`config.mk`:
```
export PLATFORM = sky130hd
export DESIGN_NAME = tx_empty_flag
export DESIGN_NICKNAME = d
export VERILOG_FILES = /design/src/rtl/serial_tx_pkg.sv /design/src/rtl/tx_byte_fifo.sv /design/src/rtl/tx_empty_flag.sv
export VERILOG_INCLUDE_DIRS = /design/src /design/src/rtl
export SDC_FILE = /design/constraint.sdc
export NUM_CORES = 1
export LEC_CHECK = 0
export BUFFER_PORTS_ARGS = -buffer_cell sky130_fd_sc_hd__buf_2
export CORE_UTILIZATION = 30
export CTS_BUF_LIST = sky130_fd_sc_hd__clkbuf_8
export CTS_CLUSTER_SIZE = 8
export DETAILED_ROUTE_END_ITERATION = 7
export PLACE_DENSITY = 0.52
export SYNTH_ARGS = -nofsm -noshare
export SYNTH_HDL_FRONTEND = slang
export SYNTH_SLANG_ARGS = --single-unit
```
`constraint.sdc`:
```
create_clock -name CLK_SYS_I -period 3.5 [get_ports CLK_SYS_I]
set_input_delay 0.35 -clock CLK_SYS_I [delete_from_list [all_inputs] [get_ports CLK_SYS_I]]
set_output_delay 0.35 -clock CLK_SYS_I [all_outputs]
set_load 0.005 [all_outputs]
```
`src/rtl/serial_tx_defines.svh`:
```
// Purpose : constants for the transmit FIFO empty-flag block
// Assumes : 20 MHz system clock, 16-byte transmit FIFO
// Notes   : offsets of fields and trigger encodings live here only
//
// Notes on behaviour
// flag rises once a byte leaves and count is at or below trigger.
// transmission lowering count to trigger level or below sets the flag.
// flag at 0 means the FIFO holds more bytes than the trigger level; here a 0 outlasts a flush or a raised trigger level.
// software clears by reading 1, writing 0, with data beyond trigger.
// a DMA write lifting count above trigger clears the flag directly.
// reset sets the flag to 1.
// FIFO holds 16 bytes; sixteen minus trigger may follow a set flag.
// writes into a full FIFO are dropped, contents and count unchanged.
// transmit byte count is reported in the upper byte of the count word.
// a two-bit select picks the trigger level compared with the count.
`ifndef SERIAL_TX_DEFINES_SVH
`define SERIAL_TX_DEFINES_SVH

// ---------------------------------------------------------------------
// fifo geometry
// ---------------------------------------------------------------------
`define TXF_DEPTH      16
`define TXF_WIDTH      8
`define TXF_CNT_W      5

// ---------------------------------------------------------------------
// trigger select encodings and the levels they pick
// ---------------------------------------------------------------------
`define TRIG_SEL_A     2'h0
`define TRIG_SEL_B     2'h1
`define TRIG_SEL_C     2'h2
`define TRIG_SEL_D     2'h3
`define TRIG_LVL_A     5'h08
`define TRIG_LVL_B     5'h04
`define TRIG_LVL_C     5'h02
`define TRIG_LVL_D     5'h00

// ---------------------------------------------------------------------
// count word layout and reset values
// ---------------------------------------------------------------------
`define CNT_WORD_W     16
`define CNT_TX_MSB     15
`define CNT_TX_LSB     8
`define CNT_LO_FILL    8'h00
`define CNT_HI_PAD     3'h0
`define FLAG_RST_VAL   1'b1

`endif

```
`src/rtl/serial_tx_pkg.sv`:
```
// Purpose : shared types of the transmit FIFO empty-flag block
// Assumes : constants come from serial_tx_defines.svh
// Notes   : types only, no logic
`include "serial_tx_defines.svh"

package serial_tx_pkg;

    // a byte offered by one writer
    typedef struct packed {
        logic                    valid;
        logic [`TXF_WIDTH-1:0]   data;
    } byte_req_type;

    // state of the flag logic
    typedef struct packed {
        logic                    flag;
        logic                    armed;
        logic                    clear_req;
    } flag_state_type;

endpackage

```
`src/rtl/tx_byte_fifo.sv`:
```
// Purpose : synchronous FIFO with valid/ready on both sides
// Assumes : single clock, asynchronous active-high reset
// Notes   : in_ready_o low when full; pushes then are refused, not stored
`timescale 1ns/1ps

module tx_byte_fifo #(
    parameter int WIDTH = 8,
    parameter int DEPTH = 16
) (
    input  wire logic                          clk_i,
    input  wire logic                          rst_i,
    input  wire logic                          flush_i,
    input  wire logic                          in_valid_i,
    input  wire logic [WIDTH-1:0]              in_data_i,
    output logic                               in_ready_o,
    output logic                               out_valid_o,
    output logic [WIDTH-1:0]                   out_data_o,
    input  wire logic                          out_ready_i,
    output logic [$clog2(DEPTH+1)-1:0]         count_o
);
    localparam int PW = (DEPTH > 1) ? $clog2(DEPTH) : 1;
    localparam int CW = $clog2(DEPTH+1);

    typedef struct packed {
        logic [PW-1:0]   wr_ptr;
        logic [PW-1:0]   rd_ptr;
        logic [CW-1:0]   count;
    } fifo_state_type;

    fifo_state_type      st_q;
    fifo_state_type      st_d;
    logic [WIDTH-1:0]    mem [DEPTH];
    logic                push;
    logic                pop;

    function automatic logic [PW-1:0] bump(input logic [PW-1:0] p);
        if (p == PW'(DEPTH-1)) begin
            return '0;
        end
        return p + PW'(1);
    endfunction

    // -----------------------------------------------------------------
    // handshakes
    // -----------------------------------------------------------------
    assign in_ready_o  = (st_q.count != CW'(DEPTH)) && !flush_i;
    assign out_valid_o = (st_q.count != '0) && !flush_i;
    assign out_data_o  = mem[st_q.rd_ptr];
    assign count_o     = st_q.count;
    assign push        = in_valid_i && in_ready_o;
    assign pop         = out_valid_o && out_ready_i;

    // -----------------------------------------------------------------
    // pointers and count
    // -----------------------------------------------------------------
    always_comb begin
        st_d = st_q;
        if (flush_i) begin
            st_d = '0;
        end else begin
            if (push) begin
                st_d.wr_ptr = bump(st_q.wr_ptr);
            end
            if (pop) begin
                st_d.rd_ptr = bump(st_q.rd_ptr);
            end
            if (push && !pop) begin
                st_d.count = st_q.count + CW'(1);
            end else if (pop && !push) begin
                st_d.count = st_q.count - CW'(1);
            end
        end
    end

    always_ff @(posedge clk_i or posedge rst_i) begin
        if (rst_i) begin
            st_q <= '0;
        end else begin
            st_q <= st_d;
        end
    end

    // storage needs no reset; unread words are never presented
    always_ff @(posedge clk_i) begin
        if (push) begin
            mem[st_q.wr_ptr] <= in_data_i;
        end
    end

endmodule

```
`src/rtl/tx_empty_flag.sv`:
```
// Purpose : transmit FIFO with its empty flag against a trigger level
// Assumes : all inputs synchronous to CLK_SYS_I; strobes last one cycle
// Notes   : CPU and DMA share the FIFO write port, CPU has priority
//           a DMA byte offered beside a CPU byte is dropped
//           a flush empties the FIFO and leaves the flag alone
//           writing 1 to the flag is ignored; only a read of 1 arms
`timescale 1ns/1ps
`include "serial_tx_defines.svh"

module tx_empty_flag #(
    parameter int DEPTH = `TXF_DEPTH,
    parameter int WIDTH = `TXF_WIDTH
) (
    input  wire logic                          CLK_SYS_I,
    input  wire logic                          RESET_I,
    input  wire serial_tx_pkg::byte_req_type   CPU_WR_I,
    input  wire serial_tx_pkg::byte_req_type   DMA_WR_I,
    output logic                               WR_READY_O,
    input  wire logic                          TX_FIFO_CLEAR_I,
    input  wire logic [1:0]                    TX_TRIGGER_SEL_I,
    input  wire logic                          FLAG_RD_I,
    input  wire logic                          FLAG_WR_I,
    input  wire logic                          FLAG_WDATA_I,
    output logic                               TX_FIFO_EMPTY_FLAG_O,
    output logic [`CNT_WORD_W-1:0]             FIFO_COUNT_O,
    output logic                               SHIFT_VALID_O,
    output logic [WIDTH-1:0]                   SHIFT_DATA_O,
    input  wire logic                          SHIFT_READY_I
);
    import serial_tx_pkg::*;

    localparam int CW = $clog2(DEPTH+1);

    // -----------------------------------------------------------------
    // internal signals
    // -----------------------------------------------------------------
    flag_state_type      st_q;
    flag_state_type      st_d;
    logic                fifo_in_valid;
    logic [WIDTH-1:0]    fifo_in_data;
    logic                fifo_in_ready;
    logic                fifo_out_valid;
    logic [CW-1:0]       count_q;
    logic [CW-1:0]       count_nx;
    logic [CW-1:0]       trig_lvl;
    logic                accepted;
    logic                cpu_taken;
    logic                dma_taken;
    logic                popped;
    logic                set_ev;
    logic                above_trig;
    logic                cpu_clear;
    logic                dma_clear;
    logic                arm_ev;
    logic                write0_ev;

    // -----------------------------------------------------------------
    // write arbitration
    // -----------------------------------------------------------------
    // the CPU wins a shared cycle; WR_READY_O is one signal for both
    // writers, so a DMA byte offered beside a CPU byte is dropped
    // without warning and the DMA side must not overlap CPU writes
    always_comb begin
        fifo_in_valid = 1'b0;
        fifo_in_data  = DMA_WR_I.data;
        cpu_taken     = 1'b0;
        dma_taken     = 1'b0;
        if (CPU_WR_I.valid) begin
            fifo_in_valid = 1'b1;
            fifo_in_data  = CPU_WR_I.data;
            cpu_taken     = fifo_in_ready;
        end else if (DMA_WR_I.valid) begin
            fifo_in_valid = 1'b1;
            dma_taken     = fifo_in_ready;
        end
    end

    assign WR_READY_O = fifo_in_ready;
    // a write with the FIFO full is refused and the byte is lost
    assign accepted   = cpu_taken || dma_taken;
    assign popped     = fifo_out_valid && SHIFT_READY_I;

    // -----------------------------------------------------------------
    // byte store feeding the shift register
    // -----------------------------------------------------------------
    tx_byte_fifo #(
        .WIDTH (WIDTH),
        .DEPTH (DEPTH)
    ) u_fifo (
        .clk_i       (CLK_SYS_I),
        .rst_i       (RESET_I),
        .flush_i     (TX_FIFO_CLEAR_I),
        .in_valid_i  (fifo_in_valid),
        .in_data_i   (fifo_in_data),
        .in_ready_o  (fifo_in_ready),
        .out_valid_o (fifo_out_valid),
        .out_data_o  (SHIFT_DATA_O),
        .out_ready_i (SHIFT_READY_I),
        .count_o     (count_q)
    );

    // -----------------------------------------------------------------
    // shift side
    // -----------------------------------------------------------------
    // the head byte stands on SHIFT_DATA_O until the shift side takes it
    assign SHIFT_VALID_O = fifo_out_valid;

    // -----------------------------------------------------------------
    // count word
    // -----------------------------------------------------------------
    // low byte belongs to the receive side and reads zero here
    always_comb begin
        FIFO_COUNT_O = '0;
        FIFO_COUNT_O[`CNT_TX_MSB:`CNT_TX_LSB] = {`CNT_HI_PAD, count_q};
        FIFO_COUNT_O[`CNT_TX_LSB-1:0]         = `CNT_LO_FILL;
    end

    // -----------------------------------------------------------------
    // trigger level
    // -----------------------------------------------------------------
    // select 3 gives level 0: the flag then waits for a dry FIFO
    always_comb begin
        case (TX_TRIGGER_SEL_I)
            `TRIG_SEL_A: trig_lvl = `TRIG_LVL_A;
            `TRIG_SEL_B: trig_lvl = `TRIG_LVL_B;
            `TRIG_SEL_C: trig_lvl = `TRIG_LVL_C;
            `TRIG_SEL_D: trig_lvl = `TRIG_LVL_D;
            default:     trig_lvl = `TRIG_LVL_A;
        endcase
    end

    // -----------------------------------------------------------------
    // count after this cycle's push and pop
    // -----------------------------------------------------------------
    // decisions use the count as it stands after this edge, so a push
    // and a pop in one cycle cancel, yet the pop still sets the flag if that count is at or below the level
    always_comb begin
        count_nx = count_q;
        if (TX_FIFO_CLEAR_I) begin
            count_nx = '0;
        end else if (accepted && !popped) begin
            count_nx = count_q + CW'(1);
        end else if (popped && !accepted) begin
            count_nx = count_q - CW'(1);
        end
    end

    assign above_trig = count_nx > trig_lvl;

    // -----------------------------------------------------------------
    // flag events
    // -----------------------------------------------------------------
    // only a byte moving to the shift register sets the flag; a flush
    // leaves it alone, so a 0 may outlast a flush until the next byte
    // is sent
    always_comb begin
        set_ev    = 1'b0;
        arm_ev    = 1'b0;
        write0_ev = 1'b0;
        cpu_clear = 1'b0;
        dma_clear = 1'b0;
        if (popped && !above_trig) begin
            set_ev = 1'b1;
        end
        // reading a 1 arms the clear; writing 1 never sets the flag
        if (FLAG_RD_I && st_q.flag) begin
            arm_ev = 1'b1;
        end
        if (FLAG_WR_I && !FLAG_WDATA_I && st_q.armed) begin
            write0_ev = 1'b1;
        end
        // the armed write of 0 waits until the count passes the
        // trigger level, so the clear cannot land before the data
        if ((st_q.clear_req || write0_ev) && above_trig) begin
            cpu_clear = 1'b1;
        end
        if (dma_taken && above_trig) begin
            dma_clear = 1'b1;
        end
    end

    // -----------------------------------------------------------------
    // flag state
    // -----------------------------------------------------------------
    always_comb begin
        st_d = st_q;
        if (arm_ev) begin
            st_d.armed = 1'b1;
        end
        // a write in the cycle of the arming read sees the old arm state
        if (write0_ev) begin
            st_d.armed     = 1'b0;
            st_d.clear_req = 1'b1;
        end
        // arming and the request fall with the flag, so every CPU clear
        // needs a fresh read of 1 first
        if (set_ev) begin
            // a set in the same cycle as a clear wins
            st_d.flag      = 1'b1;
            st_d.clear_req = 1'b0;
        end else if (cpu_clear || dma_clear) begin
            st_d.flag      = 1'b0;
            st_d.armed     = 1'b0;
            st_d.clear_req = 1'b0;
        end
    end

    always_ff @(posedge CLK_SYS_I or posedge RESET_I) begin
        if (RESET_I) begin
            st_q <= '{flag: `FLAG_RST_VAL,
                      armed: 1'b0,
                      clear_req: 1'b0};
        end else begin
            st_q <= st_d;
        end
    end

    // -----------------------------------------------------------------
    // flag output
    // -----------------------------------------------------------------
    assign TX_FIFO_EMPTY_FLAG_O = st_q.flag;

endmodule

```
Word-level counts from Yosys, hierarchy flattened

Memory sizes are Yosys's and may differ from the RTL's.
Index checks and enable logic that the tools add are counted.

$add $sub $neg: 4
Order comparisons: 1
Equality and inequality tests: 6
Multiplexer cells: 38
Reduce and logical (&&, ||, !) cells: 30

Operator list:

| operator                                            | count |
|---|---|
| 2-to-1 mux 5 bit                                    | 5 |
| 2-to-1 mux 4 bit                                    | 6 |
| 2-to-1 mux 1 bit                                    | 22 |
| case mux 5 bit (4 select lines)                     | 1 |
| logical AND 1 bit                                   | 14 |
| 2-to-1 mux 13 bit                                   | 1 |
| adder 4 x 1 -> 4 bit, second input constant         | 2 |
| equality test 4 bit, second input constant          | 2 |
| 2-to-1 mux 8 bit                                    | 1 |
| zero test 1 bit                                     | 6 |
| nonzero test 2 bit                                  | 3 |
| nonzero test 3 bit                                  | 2 |
| adder 5 x 1 -> 5 bit, second input constant         | 1 |
| greater-than comparator 5 bit                       | 1 |
| inequality test 5 bit, second input constant        | 1 |
| nonzero test 5 bit                                  | 1 |
| subtractor 5 x 1 -> 5 bit, second input constant    | 1 |
| equality test 2 bit, second input constant          | 2 |
| logical OR 1 bit                                    | 3 |
| 2-to-1 mux 3 bit                                    | 1 |
| equality test 2 x 1 -> 1 bit, second input constant | 1 |
| zero test 2 bit                                     | 1 |
| 2-to-1 mux 2 bit                                    | 1 |

Register bits: 16
Bits in writable memories: 128
Input port bits: 27
Output and inout port bits: 27
Logic and storage cells: 86
Memories: 1

Memories:

| memory     | depth | width | rd ports | clocked after Yosys merged registers in | write ports | line               | source |
|---|---|---|---|---|---|---|---|
| u_fifo.mem | 16    | 8     | 1        | 0                                       | 1           | tx_byte_fifo.sv:32 | `logic [WIDTH-1:0] mem [DEPTH];` |

Logic depth before layout (Yosys ltp)

Depth in word-level cells: 16
Mapped depth: 14

Cells and area by module

A second synthesis with hierarchy kept.

Cells, all modules: 382
Area total of the unflattened synthesis: 6490.0 um^2

Modules (own cells, without submodules):

| module        | instances | cells each | area each (um^2) |
|---|---|---|---|
| tx_byte_fifo  | 1         | 296        | 5799.3 |
| tx_empty_flag | 1         | 86         | 690.7 |

Least setup slack after synthesis

No wires, ideal clock.

Kind: register to register
Start: register u_fifo.st_q, in the netlist u_fifo.count_o[0]
End: register st_q, in the netlist TX_FIFO_EMPTY_FLAG_O
Setup time: 82 ps
Arrival time: 2759 ps
Data required time: 3418 ps
Setup slack: 659 ps
Stages on the path, launching flop included: 13
Path through: dfrtp_1 inv_1 ha_1 or4b_4 nand3_2 nor2_1 a221oi_1 a211oi_1 ha_1 a21o_1 a21oi_1 o32ai_2 a22oi_1

Longest elaborated chain between the ends: 15

RTL lines:

| what                                                          | line                                       | source |
|---|---|---|
| from (decl)                                                   | tx_byte_fifo.sv:30                         | `fifo_state_type st_q;` |
| from (signal assigned)                                        | tx_byte_fifo.sv:79                         | `st_q <= st_d;` |
| inequality test 5 bit                                         | tx_byte_fifo.sv:46                         | `assign in_ready_o = (st_q.count != CW'(DEPTH)) && !flush_i;` |
| logical AND 1 bit                                             | tx_byte_fifo.sv:46                         |  |
| 2-to-1 mux 1 bit                                              | tx_empty_flag.sv:72                        | `end else if (DMA_WR_I.valid) begin` |
| 2-to-1 mux 1 bit                                              | tx_empty_flag.sv:68                        | `if (CPU_WR_I.valid) begin` |
| logical OR 1 bit                                              | tx_empty_flag.sv:80                        | `assign accepted = cpu_taken \|\| dma_taken;` |
| zero test 1 bit                                               | tx_empty_flag.sv:143                       | `end else if (popped && !accepted) begin` |
| logical AND 1 bit                                             | tx_empty_flag.sv:143                       |  |
| 2-to-1 mux 5 bit                                              | tx_empty_flag.sv:143                       |  |
| 2-to-1 mux 5 bit                                              | tx_empty_flag.sv:141                       | `end else if (accepted && !popped) begin` |
| 2-to-1 mux 5 bit                                              | tx_empty_flag.sv:139                       | `if (TX_FIFO_CLEAR_I) begin` |
| greater-than comparator 5 bit                                 | tx_empty_flag.sv:148                       | `assign above_trig = count_nx > trig_lvl;` |
| zero test 1 bit (tied with other cells)                       | tx_empty_flag.sv:162                       | `if (popped && !above_trig) begin` |
| logical AND 1 bit (tied with other cells)                     | tx_empty_flag.sv:162                       |  |
| 2-to-1 mux 1 bit / logical OR 1 bit (equally long branches)   | tx_empty_flag.sv:162, tx_empty_flag.sv:201 |  |
| 2-to-1 mux 1 bit / nonzero test 2 bit (equally long branches) | --                                         |  |
| to (signal assigned)                                          | tx_empty_flag.sv:210                       | `` st_q <= '{flag: `FLAG_RST_VAL, `` |
| to (signal assigned)                                          | tx_empty_flag.sv:214                       | `st_q <= st_d;` |
| to (decl)                                                     | tx_empty_flag.sv:37                        | `flag_state_type st_q;` |

Several ways; a longest one is shown, not always the timed one.
A chain may end at the register's enable or synchronous reset.

Final worst setup path

Same ends and word-level chain as after synthesis.

==> results.cfg <==
[pwr]
power_density_mw_per_mm2 = 629.8
peakVddDrop_mv = 0.2580
leakage_nw = 2.495

[drt]
totalWireLength_mm = 13.58
average_via_count_per_standard_cell = 4.823
drt_first_pass_iters = 4
ant_nets = 0
number_of_vias_in_the_routed_layout = 3381
average_wire_per_cell_in_the_routed_design_um = 19.37
drt_iter0_drc = 328
drc = 0

[worst_setup_path]
setup.worst_path.end = TX_FIFO_EMPTY_FLAG_O
data_arrival_time_at_the_worst_slack_endpoint_ns = 3.57
crit_fanout = 7
criticalPathCategory = reg2reg
required_ns = 3.85
critical_path.reg2reg.startpoint = u_fifo.count_o[0]
critical_path.startpoint = u_fifo.count_o[0]
critical_path.startpoint_type = register
regToRegEndpoint = TX_FIFO_EMPTY_FLAG_O
worst-r2r-cell-count = 12
endpoint_kind = register
r2r_slack_ns = 0.29

[yosys]
synth_enable_flop_cells = 128
synth.lib_cells_used.distinct = 57
synth_warnings = 0
synthCells = 370
synthesis.area_mm2 = 0.006469
async_reset_ff_frac = 0.1111
synthesis.area_per_instance_um2 = 17.48
synth_sequential_area_ratio = 0.6563
most_instantiated_flip_flop_cell_in_the_synthesis_netlist = sky130_fd_sc_hd__edfxtp_1
ys_seq_elements = 144

[cells_and_area]
layout_common_cells = 128 x sky130_fd_sc_hd__edfxtp_1, 42 x sky130_fd_sc_hd__buf_2, 40 x sky130_fd_sc_hd__mux4_2
final_design_area_no_fill_mm2 = 0.007310
antenna_cells_inserted = 0
drive_above_1_share = 0.3474
layout-area-overhead-vs-synth_pct = 13.00
seqCellArea_mm2 = 0.004247
fin_nets = 451
area_used_by_multi_input_combinational_logic_mm2 = 0.002001
fillers = 2037
commonest_non_fill_non_tap_cell_in_the_layout = sky130_fd_sc_hd__edfxtp_1

[clock_network]
cts_inserted_buffers = 17
cts_tree = yes
worst_skew_pair.late_latency_ns = 0.44
clk_pin_slew_worst_paths_ns = 0.08
post_cts_setup_driven_buffer_insertion_count = 0
clock_sink_count = 144
clockBufferDepth = 2
clock_tree.root_cell = sky130_fd_sc_hd__clkbuf_8
htree_levels = 4
post_cts_hold_buffer_count = 0
post_cts_resize_count = 0

[sta]
slew_headroom = 0.4885
hold_ws_ns = 0.005140
layout_worst_path_cycle_share = 0.9178
final-max-slew-violation-count = 0
achievable-frequency_mhz = 311.3
timing.final.setup_violations = 0
finalSetupTns_ns = 0
final_hold_viol_count = 0
period_minus_slack_ns = 3.212
transition_time_at_the_pin_with_the_least_slew_margin_ns = 0.7673
clock-skew-final_ns = 0.01183
rsz0062_at_grt = no

[floorplan]
core_mm2 = 0.02109
fp.dieArea_mm2 = 0.02215
floorplan.initialDensity = 0.3068
floorplan.die.height_um = 148.8
die_w_um = 148.8
num_io_pins = 54
fp-row-count = 53

[status]
status = finished, final reports clean

[placed_design]
gp_routability_congestion = 0.8406
port_buffers = 42
place.detailed.hpwl_mm = 8.971
place_area_mm2 = 0.006882

[worst_hold_path]
timing.hold.worst.class = in2async

[global_route]
antenna_found_initial = 0
gr-total-overflow = 0
via_count_of_the_first_global_routing_pass = 3383
grt_first_pass_wirelength_mm = 20.49
grt_start_max_net_pins = 36
grt_use_total = 0.1294

[job]
max_cap_violations = 0
## area by class of cell
class | count | share of cell area
Clock buffer | 17 | 0.03201
Clock inverter | 15 | 0.02619
Inverter | 10 | 0.005135
Multi-Input combinational cell | 192 | 0.2737
Sequential cell | 144 | 0.5810
Tap cell | 275 | 0.04707
Timing Repair Buffer | 48 | 0.03492
## synthesized netlist by cell type, types with 7 or more instances
cell type                    n  area, um^2
sky130_fd_sc_hd__and3_1     10       62.56
sky130_fd_sc_hd__inv_1      10       37.54
sky130_fd_sc_hd__nor2_1     10       37.54
sky130_fd_sc_hd__a21oi_1    10       50.05
sky130_fd_sc_hd__ha_1       11       137.6
sky130_fd_sc_hd__clkbuf_1    7       26.28
sky130_fd_sc_hd__edfxtp_1  128        3844
sky130_fd_sc_hd__nand2_1    12       45.04
sky130_fd_sc_hd__buf_4      21       157.7
sky130_fd_sc_hd__mux4_2     40       900.9
sky130_fd_sc_hd__mux2_2      9       101.4
sky130_fd_sc_hd__o21ai_0     7       35.03
sky130_fd_sc_hd__dfrtp_1    15       375.4
sky130_fd_sc_hd__and2_1      9       56.30
## sequential cells by signal (all words and copies together) (netlist names)
signal / count
u_fifo.count_o: 5
TX_FIFO_EMPTY_FLAG_O: 1
u_fifo.st_q: 8
u_fifo.mem: 128
st_q: 2
## routing by layer
metal,global-route usage,share of wire,vias to the layer above
li1,-,-,1553
met1,0.1815,0.45,1725
met2,0.1995,0.49,99
met3,0.02355,0.056,4
met4,0.04949,0.0057,0
met5,0,0,-
## metrics by stage
| step | power, W | instances | setup WS, ns | util |
|---|---|---|---|---|
| 2_1_floorplan | 0.002951 | 380 | 0.6595 | - |
| 4_1_cts | 0.004655 | 701 | 0.2051 | 0.3465 |
| 3_5_place_dp | 0.003250 | 669 | 0.2527 | 0.3263 |
| 6_report | 0.004603 | 701 | 0.2879 | 0.3466 |
| 5_1_grt | 0.004821 | 701 | 0.07153 | 0.3466 |
| 3_3_place_gp | 0.003243 | 669 | 0.3591 | 0.3263 |
## worst min-delay path by stage
| stage | startpoint | to | slack (ns) | cells after the start |
|---|---|---|---|---|
| 2_1_floorplan | RESET_I | st_q[0] | 0.26 | 1 |
| 3_3_place_gp | TX_FIFO_EMPTY_FLAG_O | TX_FIFO_EMPTY_FLAG_O | 0.47 | 2 |
| 3_5_place_dp | TX_FIFO_EMPTY_FLAG_O | TX_FIFO_EMPTY_FLAG_O | 0.48 | 2 |
| 4_1_cts | RESET_I | u_fifo.count_o[1] | 0.004 | 2 |
| 5_1_grt | RESET_I | u_fifo.count_o[1] | 0.04 | 2 |
| 6_report | RESET_I | u_fifo.st_q[9] | 0.005 | 2 |
## kinds of logic after synthesis
| group | Yosys count | share of synthesized area |
|---|---|---|
| AND/OR/NAND/NOR | 69 | 0.06615 |
| adder cells (fa/ha/maj) | 11 | 0.02128 |
| XOR/XNOR | 2 | 0.002708 |
| other | 1 | 0.0005797 |
| multiplexers | 49 | 0.1549 |
| AO/OA/AOI/OAI | 50 | 0.05745 |
| flip-flops | 144 | 0.6563 |
| buffers and inverters | 44 | 0.04062 |
## power by group
part / leakage [nW] / switching [W] / internal, W / total (W)
Combinational: 0.910 / 0.000561 / 0.000548 / 0.00111
Sequential: 1.36 / 0.000111 / 0.00198 / 0.00209
Clock: 0.221 / 0.000633 / 0.000774 / 0.00141
## worst max-delay path, stage by stage (launching register included)
cell and delay (ns):
sky130_fd_sc_hd__dfrtp_1 0.47, sky130_fd_sc_hd__inv_1 0.15, sky130_fd_sc_hd__ha_1 0.23, sky130_fd_sc_hd__or4b_4 0.51
sky130_fd_sc_hd__nand3_2 0.16, sky130_fd_sc_hd__nor2_1 0.07, sky130_fd_sc_hd__a221oi_1 0.33, sky130_fd_sc_hd__a211oi_1 0.11
sky130_fd_sc_hd__ha_1 0.35, sky130_fd_sc_hd__a21o_1 0.16, sky130_fd_sc_hd__a21oi_1 0.22, sky130_fd_sc_hd__o32ai_2 0.15
sky130_fd_sc_hd__a22oi_1 0.21
Note: power is estimated with default switching activity, not from simulation.
